===== src/rtl/rtc_pkg.sv =====
// Constants, types and BCD helpers for the minute and hour counters
`default_nettype none
package rtc_pkg;

  // Bus geometry
  localparam int ADDR_W = 16;
  localparam int DATA_W = 8;

  // Register addresses
  localparam logic [15:0] MM_COUNT_ADDR = 16'hFFB3;
  localparam logic [15:0] HOURS_COUNT_ADDR = 16'hFFB4;
  localparam logic [15:0] CONTROL_ZERO_ADDR = 16'hFFB5;

  // Reset values
  localparam logic [7:0] MM_RESET = 8'h00;
  localparam logic [7:0] HOURS_RESET = 8'h12;
  localparam logic SELECT_RESET = 1'b0;
  localparam logic [7:0] READ_ZERO = 8'h00;

  // Field layout
  localparam logic [7:0] MM_MASK = 8'h7F;
  localparam logic [7:0] HOUR_MASK = 8'h3F;
  localparam logic [7:0] HOUR12_MASK = 8'h1F;
  localparam int SELECT_BIT = 3;
  localparam int MERIDIAN_BIT = 5;
  localparam int MM_PEND_BIT = 1;
  localparam int HOUR_PEND_BIT = 0;

  // Binary limits of the counters
  localparam logic [7:0] MM_LAST = 8'h3B;
  localparam logic [7:0] HOUR24_LAST = 8'h17;
  localparam logic [7:0] HOUR12_LAST_AM = 8'h0B;
  localparam logic [7:0] HOUR12_TOP = 8'h0C;
  localparam logic [7:0] HOUR12_FIRST = 8'h01;
  localparam logic [7:0] BIN_ZERO = 8'h00;
  localparam logic [7:0] BIN_ONE = 8'h01;
  localparam logic [7:0] BIN_TEN = 8'h0A;

  // Timing of the buffered write, counted in subsystem clocks
  localparam int SUB_CLK_HZ = 32768;
  localparam int XFER_MAX_SUB_CLKS = 2;

  typedef struct packed {
    logic [ADDR_W-1:0] addr;
    logic [DATA_W-1:0] wdata;
    logic wr;
    logic rd;
  } bus_req_t;

  function automatic logic [7:0] bcd_to_bin(input logic [7:0] b);
    logic [7:0] t;
    t = {4'h0, b[7:4]};
    return 8'((t << 3) + (t << 1) + {4'h0, b[3:0]});
  endfunction

  function automatic logic [7:0] bin_to_bcd(input logic [7:0] v);
    logic [7:0] q;
    logic [7:0] r;
    q = v / BIN_TEN;
    r = 8'(v - 8'(q * BIN_TEN));
    return {q[3:0], r[3:0]};
  endfunction

endpackage
`default_nettype wire


===== src/rtl/rtc_write_buffer.sv =====
// Holding buffer that moves a software write into a counter on a sub tick
`timescale 1ns/1ps
`default_nettype none
module rtc_write_buffer #(
  parameter int WIDTH = 8
) (
  // Clock and reset
  input wire logic ref_clk,
  input wire logic rst,
  // Software side
  input wire logic load,
  input wire logic [WIDTH-1:0] load_data,
  // Counter side
  input wire logic commit,
  output logic pending,
  output logic take,
  output logic [WIDTH-1:0] take_data
);

  logic pending_reg;
  logic [WIDTH-1:0] data_reg;

  // A fresh write beats a commit in the same cycle, so it is never lost
  assign take = commit & pending_reg & ~load;
  assign pending = pending_reg;
  assign take_data = data_reg;

  always_ff @(posedge ref_clk or posedge rst) begin
    if (rst) begin
      pending_reg <= 1'b0;
    end else if (load) begin
      pending_reg <= 1'b1;
    end else if (take) begin
      pending_reg <= 1'b0;
    end
  end

  always_ff @(posedge ref_clk or posedge rst) begin
    if (rst) begin
      data_reg <= '0;
    end else if (load) begin
      data_reg <= load_data;
    end
  end

endmodule
`default_nettype wire


===== src/rtl/rtc_hour_step.sv =====
// Hour advance and 12/24-hour conversion, purely combinational
`timescale 1ns/1ps
`default_nettype none
module rtc_hour_step (
  // Present value and systems
  input wire logic [7:0] hour_in,
  input wire logic sel24_old,
  input wire logic sel24_new,
  input wire logic step,
  // Result
  output logic [7:0] hour_out,
  output logic day_carry
);

  logic [7:0] b24;
  logic [7:0] b12;
  logic pm;
  logic [7:0] s_bin;
  logic s_pm;
  logic [7:0] o_bin;
  logic o_pm;

  assign b24 = rtc_pkg::bcd_to_bin(hour_in & rtc_pkg::HOUR_MASK);
  assign b12 = rtc_pkg::bcd_to_bin(hour_in & rtc_pkg::HOUR12_MASK);
  assign pm = hour_in[rtc_pkg::MERIDIAN_BIT];

  // Advance in the old system; illegal values fall back to a legal one
  always_comb begin
    s_pm = pm;
    day_carry = 1'b0;
    if (sel24_old) begin
      s_bin = b24;
      if (step) begin
        if (b24 >= rtc_pkg::HOUR24_LAST) begin
          s_bin = rtc_pkg::BIN_ZERO;
          day_carry = (b24 == rtc_pkg::HOUR24_LAST);
        end else begin
          s_bin = 8'(b24 + rtc_pkg::BIN_ONE);
        end
      end
    end else begin
      s_bin = b12;
      if (step) begin
        if (b12 == rtc_pkg::HOUR12_LAST_AM) begin
          // RULE17 - meridian flips at twelve
          s_bin = rtc_pkg::HOUR12_TOP;
          s_pm = ~pm;
          day_carry = pm;
        end else if (b12 >= rtc_pkg::HOUR12_TOP || b12 == rtc_pkg::BIN_ZERO)
        begin
          s_bin = rtc_pkg::HOUR12_FIRST;
        end else begin
          s_bin = 8'(b12 + rtc_pkg::BIN_ONE);
        end
      end
    end
  end

  // RULE11 - convert between systems
  always_comb begin
    o_bin = s_bin;
    o_pm = s_pm;
    if (sel24_old && !sel24_new) begin
      o_pm = (s_bin >= rtc_pkg::HOUR12_TOP);
      if (s_bin == rtc_pkg::BIN_ZERO) begin
        o_bin = rtc_pkg::HOUR12_TOP;
      end else if (s_bin > rtc_pkg::HOUR12_TOP) begin
        o_bin = 8'(s_bin - rtc_pkg::HOUR12_TOP);
      end
    end else if (!sel24_old && sel24_new) begin
      o_pm = 1'b0;
      if (s_bin == rtc_pkg::HOUR12_TOP) begin
        o_bin = s_pm ? rtc_pkg::HOUR12_TOP : rtc_pkg::BIN_ZERO;
      end else if (s_pm) begin
        o_bin = 8'(s_bin + rtc_pkg::HOUR12_TOP);
      end
    end
  end

  // RULE14 - meridian in bit 5 for 12-hour
  always_comb begin
    if (sel24_new) begin
      hour_out = rtc_pkg::bin_to_bcd(o_bin) & rtc_pkg::HOUR_MASK;
    end else begin
      hour_out = rtc_pkg::bin_to_bcd(o_bin) & rtc_pkg::HOUR12_MASK;
      hour_out[rtc_pkg::MERIDIAN_BIT] = o_pm;
    end
  end

endmodule
`default_nettype wire


===== src/rtl/rtc_minute_hour_counters.sv =====
// Minute and hour counting stage with register port
`timescale 1ns/1ps
`default_nettype none
// How it works
// RULE1 - minute counter holds BCD 0 to 59
// RULE2 - seconds overflow advances the minute
// RULE3 - writes buffered, applied within two sub clocks
// RULE4 - pending minute write beats seconds overflow
// RULE5 - illegal values recover after one count
// RULE6 - reset clears minute to zero
// RULE7 - minute bit 7 zero, BCD tens, units
// RULE8 - hour ranges per selected time system
// RULE9 - minute overflow advances the hour
// RULE10 - pending hour write beats minute overflow
// RULE11 - select change converts stored hour
// RULE12 - reset sets hour to BCD twelve
// RULE13 - 24-hour after reset reads zero
// RULE14 - hour bit 5 is meridian in 12-hour
// RULE15 - hour bits 7,6 zero, BCD tens, units
// RULE16 - software uses single byte accesses
// RULE17 - twelve goes to one, eleven flips meridian
module rtc_minute_hour_counters (
  // Clock and reset
  input wire logic ref_clk,
  input wire logic rst,
  // Register port
  input wire rtc_pkg::bus_req_t bus_req,
  output logic [rtc_pkg::DATA_W-1:0] rdata,
  // Counter chain
  input wire logic sub_tick,
  input wire logic sec_overflow,
  output logic day_overflow,
  // Current state
  output logic [7:0] minute_value,
  output logic [7:0] hour_value,
  output logic twelve_24_select
);

  logic [7:0] mm_count_reg;
  logic [7:0] mm_count_next;
  logic [7:0] hours_count_reg;
  logic sel24_reg;
  logic sel24_next;
  logic [7:0] rdata_reg;
  logic [7:0] rdata_next;
  logic day_overflow_reg;
  logic [7:0] mm_bin;
  logic mm_step;
  logic mm_carry;
  logic hour_step;
  logic [7:0] hour_stepped;
  logic hour_day_carry;
  logic mm_load;
  logic hour_load;
  logic ctrl_write;
  logic mm_pending;
  logic mm_take;
  logic [7:0] mm_take_data;
  logic hour_pending;
  logic hour_take;
  logic [7:0] hour_take_data;

  // Single decode of the address; the strobe is ANDed in at each use
  function automatic logic hits(input rtc_pkg::bus_req_t r,
                                input logic [15:0] a);
    return r.addr == a;
  endfunction

  // RULE16 - each strobe moves one whole byte
  assign mm_load = bus_req.wr & hits(bus_req, rtc_pkg::MM_COUNT_ADDR);
  assign hour_load = bus_req.wr & hits(bus_req, rtc_pkg::HOURS_COUNT_ADDR);
  assign ctrl_write = bus_req.wr & hits(bus_req, rtc_pkg::CONTROL_ZERO_ADDR);

  // RULE3 - buffer then transfer on sub tick
  rtc_write_buffer #(
    .WIDTH(8)
  ) u_mm_buf (
    .ref_clk(ref_clk),
    .rst(rst),
    .load(mm_load),
    .load_data(bus_req.wdata & rtc_pkg::MM_MASK),
    .commit(sub_tick),
    .pending(mm_pending),
    .take(mm_take),
    .take_data(mm_take_data)
  );

  // RULE3 - hour buffered likewise
  rtc_write_buffer #(
    .WIDTH(8)
  ) u_hour_buf (
    .ref_clk(ref_clk),
    .rst(rst),
    .load(hour_load),
    .load_data(bus_req.wdata & rtc_pkg::HOUR_MASK),
    .commit(sub_tick),
    .pending(hour_pending),
    .take(hour_take),
    .take_data(hour_take_data)
  );

  // RULE4 - no counting while a minute write waits
  assign mm_step = sec_overflow & ~mm_pending;
  assign mm_bin = rtc_pkg::bcd_to_bin(mm_count_reg);
  assign mm_carry = mm_step & (mm_bin == rtc_pkg::MM_LAST);

  // RULE2 - advance one minute per seconds overflow
  always_comb begin
    mm_count_next = mm_count_reg;
    if (mm_take) begin
      mm_count_next = mm_take_data;
    end else if (mm_step) begin
      // RULE5 - out of range returns to zero
      if (mm_bin >= rtc_pkg::MM_LAST) begin
        mm_count_next = rtc_pkg::MM_RESET;
      end else begin
        mm_count_next = rtc_pkg::bin_to_bcd(8'(mm_bin + rtc_pkg::BIN_ONE));
      end
    end
  end

  // RULE6 - minute clears on reset
  always_ff @(posedge ref_clk or posedge rst) begin
    if (rst) begin
      mm_count_reg <= rtc_pkg::MM_RESET;
    end else begin
      // RULE7 - bit 7 held at zero
      mm_count_reg <= mm_count_next & rtc_pkg::MM_MASK;
    end
  end

  // RULE10 - hour write pending ignores minute carry
  assign hour_step = mm_carry & ~hour_pending;

  // RULE11 - a select write changes the system
  assign sel24_next = ctrl_write ? bus_req.wdata[rtc_pkg::SELECT_BIT]
                                 : sel24_reg;

  always_ff @(posedge ref_clk or posedge rst) begin
    if (rst) begin
      sel24_reg <= rtc_pkg::SELECT_RESET;
    end else begin
      sel24_reg <= sel24_next;
    end
  end

  // RULE9 - minute carry advances the hour
  rtc_hour_step u_hour_step (
    .hour_in(hours_count_reg),
    .sel24_old(sel24_reg),
    .sel24_new(sel24_next),
    .step(hour_step),
    .hour_out(hour_stepped),
    .day_carry(hour_day_carry)
  );

  // RULE12 - hour resets to twelve, AM
  always_ff @(posedge ref_clk or posedge rst) begin
    if (rst) begin
      hours_count_reg <= rtc_pkg::HOURS_RESET;
    end else if (hour_take) begin
      // RULE8 - software supplies a value for the system
      hours_count_reg <= hour_take_data & rtc_pkg::HOUR_MASK;
    end else if (hour_step || (sel24_next != sel24_reg)) begin
      // Illegal values stay readable until the next count or select change
      // RULE13 - twelve AM converts to zero
      // RULE15 - bits 7 and 6 held at zero
      hours_count_reg <= hour_stepped & rtc_pkg::HOUR_MASK;
    end
  end

  // Day carry pulse toward the day counter
  always_ff @(posedge ref_clk or posedge rst) begin
    if (rst) begin
      day_overflow_reg <= 1'b0;
    end else begin
      day_overflow_reg <= hour_day_carry & ~hour_take;
    end
  end

  // Read data one cycle after the strobe; unmapped reads give zero
  always_comb begin
    rdata_next = rtc_pkg::READ_ZERO;
    if (bus_req.rd) begin
      if (hits(bus_req, rtc_pkg::MM_COUNT_ADDR)) begin
        rdata_next = mm_count_reg;
      end else if (hits(bus_req, rtc_pkg::HOURS_COUNT_ADDR)) begin
        rdata_next = hours_count_reg;
      end else if (hits(bus_req, rtc_pkg::CONTROL_ZERO_ADDR)) begin
        rdata_next[rtc_pkg::SELECT_BIT] = sel24_reg;
        rdata_next[rtc_pkg::MM_PEND_BIT] = mm_pending;
        rdata_next[rtc_pkg::HOUR_PEND_BIT] = hour_pending;
      end
    end
  end

  always_ff @(posedge ref_clk or posedge rst) begin
    if (rst) begin
      rdata_reg <= rtc_pkg::READ_ZERO;
    end else begin
      rdata_reg <= rdata_next;
    end
  end

  assign rdata = rdata_reg;
  assign day_overflow = day_overflow_reg;
  assign minute_value = mm_count_reg;
  assign hour_value = hours_count_reg;
  assign twelve_24_select = sel24_reg;

endmodule
`default_nettype wire


===== config.mk =====
export PLATFORM = sky130hd
export DESIGN_NAME = rtc_minute_hour_counters
export DESIGN_NICKNAME = d
export VERILOG_FILES = /design/src/rtl/rtc_pkg.sv /design/src/rtl/rtc_write_buffer.sv /design/src/rtl/rtc_hour_step.sv /design/src/rtl/rtc_minute_hour_counters.sv
export SDC_FILE = /design/constraint.sdc
export NUM_CORES = 1
export LEC_CHECK = 0
export BUFFER_PORTS_ARGS = -buffer_cell sky130_fd_sc_hd__buf_2
export CAP_MARGIN = 15
export CORE_MARGIN = 5
export CORE_UTILIZATION = 50
export CTS_CLUSTER_SIZE = 12
export DETAILED_ROUTE_END_ITERATION = 8
export PLACE_DENSITY = 0.79
export SLEW_MARGIN = 0
export SYNTH_ARGS = -nofsm -noshare
export SYNTH_HDL_FRONTEND = slang
export SYNTH_SLANG_ARGS = --single-unit

===== constraint.sdc =====
create_clock -name ref_clk -period 16.4 [get_ports ref_clk]
set_clock_uncertainty 0.05 [all_clocks]
set_input_delay 1.64 -clock ref_clk [delete_from_list [all_inputs] [get_ports ref_clk]]
set_output_delay 1.64 -clock ref_clk [all_outputs]
set_load 0.02 [all_outputs]

==> results of run 1 <==
routing by layer:
layer	GRT usage, %	share of wire (%)	up-vias
met5	0	0	-
met4	5.99	2.1	0
met3	3.14	7.5	22
met2	34.2	47	156
met1	30.3	44	1845
li1	-	-	1844
stage by stage:
step | instance area, um^2 | hold WS, ns | std cells | worst slack [ns]
after floorplan | 3920 | 0.400 | 469 | 8.61
after global placement | 4220 | 0.425 | 604 | 7.54
after detailed placement | 4220 | 0.434 | 604 | 7.42
after CTS | 4310 | 0.455 | 612 | 7.71
after global routing | 4310 | 0.479 | 612 | 7.04
final | 4310 | 0.454 | 612 | 7.65
layout make-up:
type                            count  share of cell area (%)
Clock inverter                      3                   0.493
Tap cell                          102                    2.96
Timing Repair Buffer               53                    6.33
Sequential cell                    37                    21.5
Clock buffer                        5                    1.60
Multi-Input combinational cell    382                    64.4
Inverter                           30                    2.67
power breakdown:
part / leakage, nW / internal (mW) / total (mW) / switching, mW
logic: 1.34 / 0.354 / 0.853 / 0.499
clock network: 0.0445 / 0.0302 / 0.0668 / 0.0366
registers: 0.495 / 0.111 / 0.145 / 0.0342
synthesized netlist by cell type, types with 10 or more instances:
cell type,count
clkbuf_1,12
ha_1,29
inv_1,27
o31ai_1,11
nor2b_1,11
dfrtp_1,35
mux2_2,15
a21oi_1,27
o21ai_0,25
nand2_1,45
a31oi_1,10
nor2_1,26
nand3_1,22
cell families (layout without fill, tap and decap cells):
| kind of cell | after synthesis | count (layout) | share of synthesized area (%) |
|---|---|---|---|
| flops | 37 | 37 | 23.8 |
| buf+inv | 50 | 91 | 5.48 |
| mux | 19 | 19 | 5.35 |
| xor+xnor | 15 | 15 | 3.94 |
| other cells | 1 | 4 | 0.0960 |
| simple gates | 164 | 164 | 22.1 |
| compound gates | 144 | 144 | 26.9 |
| fa+ha+maj | 36 | 36 | 12.4 |
worst paths after layout:
check / to / depth (start not counted) / startpoint / slack (ns)
min: minute_value[5] / 2 / u_mm_buf.take_data[5] / 0.45
max in group asynchronous: hour_value[4] / 3 / rst / 14.53
max reg2reg: hour_value[3] / 32 / minute_value[6] / 7.87
min in group asynchronous: rdata[4] / 3 / rst / 1.40
min reg2reg: minute_value[5] / 2 / u_mm_buf.take_data[5] / 0.45
max: hour_value[3] / 37 / bus_req[13] / 7.65
critical path: cells and delay by family:
family	cells	cell delay, ns
compound gates	12	2.26
simple gates	11	2.03
fa+ha+maj	6	1.59
mux	2	0.64
xor+xnor	2	0.37
buf+inv	4	0.36
==> metrics.yaml, run 1 <==
synthesis:
  yosys.area.top_type: "dfrtp_1"
  ys_top_cells_by_area: "dfrtp_1 (22%), ha_1 (9.3%), mux2_2 (4.3%)"
  synth_seq_area_share_pct: 23.8
  synth-edff-count: 0
  ys.warnings.count: 0
  syn_area_mm2: 0.00391
  synth-async-reset-ratio_pct: 100
  ys_seq_elements: 37
  synth_cell_types: 80
  synthFlopType: "dfrtp_1"
  synthCells: 466
  yosysTopAreaCellShare_pct: 22.4
  avgSynthCellArea_um2: 8.39
finish:
  syn_to_final_growth_pct: 10.3
  final_cell_mix: "buf_2 (50), nand2_1 (45), dfrtp_1 (35), ha_1 (29)"
  num-fill-cells: 715
  nets: 573
  final_core_util_pct: 56.1
  layout-drive-gt1-share_pct: 18.2
  final_common_cell: "buf_2"
  multi_input_area_mm2: 0.00278
  diodes: 0
  ff_latch_area_um2: 928
clocking:
  cts_buffers: 5
  clk_latency_ns: 0.30
  ctsRootBufferMaster: "clkbuf_8"
  cts-resized-gates: 0
  postCtsSetupRepairBufs: 0
  cts_hold_buffers: 0
  clk_pin_slew_ns: 0.09
  clockBufferDepth: 2
  clock_sinks: 37
  cts_tree: "yes"
  h-tree-depth: 2
place:
  place.port_buffers: 50
  dpl.hpwl_um: 7930
  place_congestion: 0.924
timing:
  fin_setup_tns_ns: 0
  rsz0062_at_grt: "false"
  finalHoldViolations: 0
  final.period_utilization_pct: 53.3
  fin_crit_ns: 8.75
  slew_headroom_pct: 40.8
  tightestPinTransition_ns: 0.882
  setup_viol: 0
  fmax_ghz: 0.114
  drv_slew: 0
drt:
  drt_iter0_markers: 323
  drt_wl_total_um: 10200
  route.detailed.drc: 0
  ant_nets: 0
  dr_total_vias: 3867
  drt-vias-per-instance: 6.32
  wl_per_cell_um: 16.7
  first_pass_iters: 5
run:
  drv_cap: 0
critical_path:
  worst-setup-path-type: "in2reg"
  cpMaxStageDelayCell: "nor3b_1"
  timing.critical_path.mode_cell: "ha_1"
  crit_path_end_kind: "flip-flop"
  arrival_ns: 8.89
  slowest_delay_ns: 0.55
  required_ns: 16.54
  start_kind: "input pin"
  cp_max_fo: 8
floorplan:
  die_height_um: 98.4
  pin_count: 56
  start_util_pct: 50.8
  row_count: 32
  die_w_um: 98.4
  coreArea_mm2: 0.00769
  dieArea_mm2: 0.00968
grt:
  grt-ovfl-total: 0
  gr-usage-all-layers_pct: 21.4
  grt_pass1_wl_um: 17500
  grt_max_degree: 38
  antenna_found_initial: 0
  grt_pass1_vias: 3636
power:
  finalPower_mw: 1.07
  powerDensity_mw_per_mm2: 247
  peakVddDrop_v: 0.000378
  power.leakage_nw: 1.88
status:
  run_status: "completed"
worst_hold_path:
  hp-class: "reg2reg"
Power figures use the tool's default switching activity.
==> inputs of run 2 (changes only) <==
==> constraint.sdc (replaced) <==
create_clock -name ref_clk -period 8.5 [get_ports ref_clk]
set_clock_uncertainty 0.05 [all_clocks]
set_input_delay 0.85 -clock ref_clk [delete_from_list [all_inputs] [get_ports ref_clk]]
set_output_delay 0.85 -clock ref_clk [all_outputs]
set_load 0.02 [all_outputs]
==> metrics.yaml, run 2 (same netlist as run 1, synthesis figures left out) <==
run:
  drv_cap: 0  # unchanged
finish:
  final_cell_mix: "buf_2 (50), nand2_1 (45), dfrtp_1 (35), ha_1 (29)"  # unchanged
  layout-drive-gt1-share_pct: 20.8  # was 18.2%
  nets: 586  # was 573
  syn_to_final_growth_pct: 13.9  # was 10.3%
  final_common_cell: "buf_2"  # unchanged
  layout.cells.non_filler: 625  # was 612
  final_core_util_pct: 57.9  # was 56.1%
  diodes: 0  # unchanged
clocking:
  clk_latency_ns: 0.30  # about the same
  cts_hold_buffers: 0  # unchanged
  cts_tree: "yes"  # unchanged
  ctsRootBufferMaster: "clkbuf_8"  # unchanged
  clock_sinks: 37  # unchanged
  clk_pin_slew_ns: 0.08  # was 0.09 ns
  clockBufferDepth: 2  # unchanged
  h-tree-depth: 2  # unchanged
  cts_buffers: 5  # unchanged
critical_path:
  start_kind: "flip-flop"  # was input pin
  r2r_cells: 32  # unchanged
  worst-setup-path-type: "reg2reg"  # was in2reg
  critical_path_buf_inv_count: 6  # was 4
  reg2reg_from: "minute_value[6]"  # unchanged
  crit_path_end_kind: "flip-flop"  # unchanged
  slowest_delay_ns: 0.63  # was 0.55 ns
  cpMaxStageDelayCell: "fa_1"  # was nor3b_1
  r2r_slack_ns: 0.51  # was 7.87 ns
  r2r_end: "hour_value[3]"  # unchanged
  cp_max_fo: 7  # was 8
  path_depth: 32  # was 37
  required_ns: 8.63  # was 16.54 ns
  arrival_ns: 8.11  # was 8.89 ns
  critical_path.top_delay_family: "adder cells"  # was compound AO/OA/AOI/OAI gates
grt:
  grt_util_met2_pct: 36.8  # was 34.2%
  grt-busiest-layer: "met2"  # unchanged
  gr-usage-met1_pct: 30.4  # was 30.3%
  gr-usage-all-layers_pct: 22.6  # was 21.4%
  grt_pass1_wl_um: 18200  # was 17500 um
  grt_max_degree: 38  # unchanged
  met3_usage_pct: 3.57  # was 3.14%
  grt_pass1_vias: 3893  # was 3636
  antenna_found_initial: 0  # unchanged
  grt-ovfl-total: 0  # unchanged
power:
  powerDensity_mw_per_mm2: 486  # was 247 mW/mm^2
  peakVddDrop_v: 0.000555  # was 0.000378 V
  power.leakage_nw: 1.96  # was 1.88 nW
floorplan:
  dieArea_mm2: 0.00968  # unchanged
  start_util_pct: 50.8  # unchanged
  row_count: 32  # unchanged
  pin_count: 56  # unchanged
  die_w_um: 98.4  # unchanged
  die_height_um: 98.4  # unchanged
  coreArea_mm2: 0.00769  # unchanged
place:
  place_congestion: 0.919  # was 0.924
  dpl.hpwl_um: 8340  # was 7930 um
  place_ws_ns: 0.232  # was 7.42 ns
  dp_cells: 616  # was 604
  place.port_buffers: 50  # unchanged
worst_hold_path:
  hp-class: "reg2reg"  # unchanged
  hold_depth: 2  # unchanged
  hold_path.startpoint: "u_mm_buf.take_data[5]"  # unchanged
  hold_end: "minute_value[5]"  # unchanged
timing:
  rsz0062_at_grt: "false"  # unchanged
  drv_slew: 0  # unchanged
  tightestPinTransition_ns: 0.978  # was 0.882 ns
  fin_setup_tns_ns: 0  # unchanged
  fin_crit_ns: 7.99
  finalHoldViolations: 0  # unchanged
  fmax_ghz: 0.125
  fin_hold_ws_ns: 0.448  # was 0.454 ns
  slew_headroom_pct: 34.3  # was 40.8%
  setup_viol: 0  # unchanged
  final.period_utilization_pct: 93.9
  layout_setup_ws_ns: 0.515  # was 7.65 ns
status:
  run_status: "completed"  # unchanged
drt:
  wl_per_cell_um: 17.4  # was 16.7 um
  ant_nets: 0  # unchanged
  drt-vias-per-instance: 6.46  # was 6.32
  route.detailed.drc: 0  # unchanged
  drt_iter0_markers: 324  # was 323
  drt_wl_total_um: 10900  # was 10200 um
  first_pass_iters: 5  # unchanged
  dr_total_vias: 4037  # was 3867
run 2: cell count changes in the layout (fill, tap and decap cells not counted), sizes merged:
cell	delta
clkbuf	+1
buf	+13
clkinvlp	-1
inv	-1
bufinv	+1
run 2: timing repair:
| action | 4_1_cts | 5_1_grt |
|---|---|---|
| hold endpoints to repair | 0 | 0 |
| setup buffers | 0 | 1 |
| setup endpoints to repair | 0 | 3 |
| resized for setup | 0 | 5 |
run 2: how the worst max path moves through the flow:
stage                                from            end  slack [ns]
after CTS                 minute_value[6]  hour_value[3]        0.22
final                     minute_value[6]  hour_value[3]        0.51
after detailed placement  minute_value[6]  hour_value[3]        0.23
after floorplan           minute_value[6]  hour_value[3]        0.79
after global placement    minute_value[6]  hour_value[3]        0.55
after global routing      minute_value[6]  hour_value[3]        0.05
run 2: metrics by stage:
step	cell area, um^2	power (mW)
floorplan	3920	1.58
global placement	4310	1.89
detailed placement	4310	1.96
CTS	4420	2.13
global route	4450	2.36
finish	4450	2.16
run 2: final cells by class:
cell class	instances	area, um^2
Tap cell	102	128
Clock buffer	6	72.6
Fill cell	696	3240
Timing Repair Buffer	66	370
Inverter	30	115
Sequential cell	37	928
Multi-Input combinational cell	382	2800
Clock inverter	2	38.8
run 2: worst reg2reg max path, delay by kind of cell (launching register included):
| family | cells | cell delay, ns |
|---|---|---|
| flops | 1 | 0.42 |
| fa+ha+maj | 8 | 2.56 |
| xor+xnor | 2 | 0.35 |
| compound gates | 10 | 1.74 |
| buf+inv | 6 | 0.52 |
| simple gates | 6 | 2.24 |
run 2: metal layers:
| layer | wire, um | share of wire (%) | up-vias |
|---|---|---|---|
| met1 | 4600 | 42 | 1929 |
| li1 | - | - | 1868 |
| met2 | 5200 | 48 | 220 |
| met3 | 905 | 8.3 | 20 |
| met5 | 0 | 0 | - |
| met4 | 202 | 1.9 | 0 |
run 2: report_power, final:
part	switching [mW]	leakage, nW	total, mW	internal (mW)
clock network	0.0692	0.0554	0.157	0.0882
registers	0.0461	0.495	0.261	0.215
logic	1.02	1.41	1.74	0.723
total	1.14	1.96	2.16	1.03
==> inputs of run 3 (changes only) <==
--- a/config.mk
+++ b/config.mk
@@ -8,10 +8,10 @@
 export BUFFER_PORTS_ARGS = -buffer_cell sky130_fd_sc_hd__buf_2
 export CAP_MARGIN = 15
 export CORE_MARGIN = 5
-export CORE_UTILIZATION = 50
+export CORE_UTILIZATION = 59
 export CTS_CLUSTER_SIZE = 12
 export DETAILED_ROUTE_END_ITERATION = 8
-export PLACE_DENSITY = 0.79
+export PLACE_DENSITY = 0.9
 export SLEW_MARGIN = 0
 export SYNTH_ARGS = -nofsm -noshare
 export SYNTH_HDL_FRONTEND = slang
==> metrics.yaml, run 3 (same netlist as run 1, synthesis figures left out) <==
status:
  run_status: "completed"  # unchanged
place:
  dp_cells: 585  # was 616
  dpl.hpwl_um: 8230  # was 8340 um
  dpl_cell_area_mm2: 0.00423  # was 0.00431 mm^2
  place_congestion: 0.922  # was 0.919
  place.port_buffers: 50  # unchanged
finish:
  final_cell_mix: "buf_2 (51), nand2_1 (45), dfrtp_1 (35), ha_1 (29)"  # was buf_2 (50), nand2_1 (45), dfrtp_1 (35), ha_1 (29)
  num-fill-cells: 491  # was 696
  final_common_cell: "buf_2"  # unchanged
  final_core_util_pct: 68.4  # was 57.9%
  layout.cells.non_filler: 595  # was 625
  nets: 581  # was 586
  fin_area_mm2: 0.00437  # was 0.00445 mm^2
  diodes: 0  # unchanged
  layout-drive-gt1-share_pct: 20.3  # was 20.8%
  syn_to_final_growth_pct: 11.8  # was 13.9%
drt:
  wl_per_cell_um: 18.8  # was 17.4 um
  first_pass_iters: 5  # unchanged
  route.detailed.drc: 0  # unchanged
  dr_total_vias: 4027  # was 4037
  drt_wl_total_um: 11200  # was 10900 um
  ant_nets: 0  # unchanged
  drt_iter0_markers: 326  # was 324
  drt-vias-per-instance: 6.77  # was 6.46
clocking:
  cts_buffers: 5  # unchanged
  clk_latency_ns: 0.29  # was 0.30 ns
  cts_hold_buffers: 0  # unchanged
  h-tree-depth: 2  # unchanged
  cts_tree: "yes"  # unchanged
  clk_pin_slew_ns: 0.07  # was 0.08 ns
  clockBufferDepth: 2  # unchanged
  clock_sinks: 37  # unchanged
  ctsRootBufferMaster: "clkbuf_8"  # unchanged
timing:
  fin_crit_ns: 8.08  # was 7.99 ns
  finalHoldViolations: 0  # unchanged
  slew_headroom_pct: 25.3  # was 34.3%
  tightestPinTransition_ns: 1.12  # was 0.978 ns
  drv_slew: 0  # unchanged
  final.period_utilization_pct: 95.0  # was 93.9%
  fmax_ghz: 0.124  # was 0.125 GHz
  setup_viol: 0  # unchanged
  fin_setup_tns_ns: 0  # unchanged
floorplan:
  start_util_pct: 61.2  # was 50.8%
  dieArea_mm2: 0.00835  # was 0.00968 mm^2
  row_count: 29  # was 32
  pin_count: 56  # unchanged
  die_w_um: 91.4  # was 98.4 um
  coreArea_mm2: 0.00639  # was 0.00769 mm^2
  die_height_um: 91.4  # was 98.4 um
power:
  finalPower_mw: 2.16  # about the same
  power.share.clock_pct: 6.1  # was 7.3%
  combPwrFrac_pct: 81.3  # was 80.7%
  peakVddDrop_v: 0.000292  # was 0.000555 V
  p_int_mw: 1.00  # was 1.03 mW
  seqPwrFrac_pct: 12.5  # was 12.1%
  powerDensity_mw_per_mm2: 494  # was 486 mW/mm^2
  switching_share_pct: 53.6  # was 52.5%
  power.leakage_nw: 1.93  # was 1.96 nW
  power_switching_mw: 1.16  # was 1.14 mW
critical_path:
  cp_max_fo: 7  # unchanged
  worst-setup-path-type: "reg2reg"  # unchanged
  cpMaxStageDelayCell: "fa_1"  # unchanged
  arrival_ns: 8.20  # was 8.11 ns
  crit_path_end_kind: "flip-flop"  # unchanged
  slowest_delay_ns: 0.62  # was 0.63 ns
  start_kind: "flip-flop"  # unchanged
  required_ns: 8.62  # was 8.63 ns
grt:
  grt_max_degree: 38  # unchanged
  antenna_found_initial: 0  # unchanged
  grt_pass1_vias: 3796  # was 3893
  grt_pass1_wl_um: 18200  # about the same
  gr-usage-all-layers_pct: 26.0  # was 22.6%
  grt-ovfl-total: 0  # unchanged
worst_hold_path:
  hp-class: "reg2reg"  # unchanged
run:
  drv_cap: 0  # unchanged
run 3: cell count changes in the layout (fill, tap and decap cells not counted):
cell,before,now
clkinv_2,0,1
clkinv_4,1,0
bufinv_16,1,0
buf_4,16,10
buf_2,50,51
clkbuf_8,5,7
clkbuf_1,1,0
run 3: path summary, 6_finish.rpt:
kind	from	endpoint	slack, ns	depth (start not counted)
max reg2reg	minute_value[6]	hour_value[3]	0.42	32
min in group asynchronous	rst	minute_value[3]	0.61	3
min	u_mm_buf.take_data[3]	minute_value[3]	0.44	2
max in group asynchronous	rst	hour_value[4]	7.43	3
min reg2reg	u_mm_buf.take_data[3]	minute_value[3]	0.44	2
max	minute_value[6]	hour_value[3]	0.42	32
run 3: metrics by stage:
stage                     hold WS (ns)  setup slack, ns
final                            0.440            0.422
after global placement           0.418            0.373
after floorplan                  0.400            0.792
after detailed placement         0.430            0.200
after global routing             0.490         -0.00280
after CTS                        0.443            0.185
run 3: power by group through the flow:
stage	sequential, mW	clock [mW]	combinational, mW
final	0.271	0.133	1.75
after global routing	0.273	0.144	1.92
after CTS	0.267	0.135	1.71
after detailed placement	0.268	0	1.70
after global placement	0.268	0	1.59
after floorplan	0.290	0	1.29
run 3: area by class of cell:
class                      count  area [um^2]  area share (%)
clock buffer                   7         96.3            2.20
timing repair buffer          61          330            7.56
tap                           77         96.3            2.20
inverter                      30          115            2.63
sequential                    37          928            21.2
clock inverter                 1         5.00           0.115
multi-input combinational    382         2800            64.0
run 3: routing by layer:
layer	vias to the layer above	global-route usage, %	part of all wire, %
li1	1859	-	-
met1	1891	34.5	41
met2	230	40.9	45
met3	47	5.04	9.0
met4	0	11.9	4.3
met5	-	0	0
run 3: what timing repair did:
item                       CTS  global route
setup endpoints to repair    0             2
resized for setup            0             5
buffers inserted             0             1
run 3: worst max-delay path: cells and delay by family (launching register included):
kind,cells,cell delay (ns)
compound gates,10,1.80
xor+xnor,2,0.33
fa+ha+maj,8,2.56
buf+inv,6,0.57
flops,1,0.42
simple gates,6,2.22
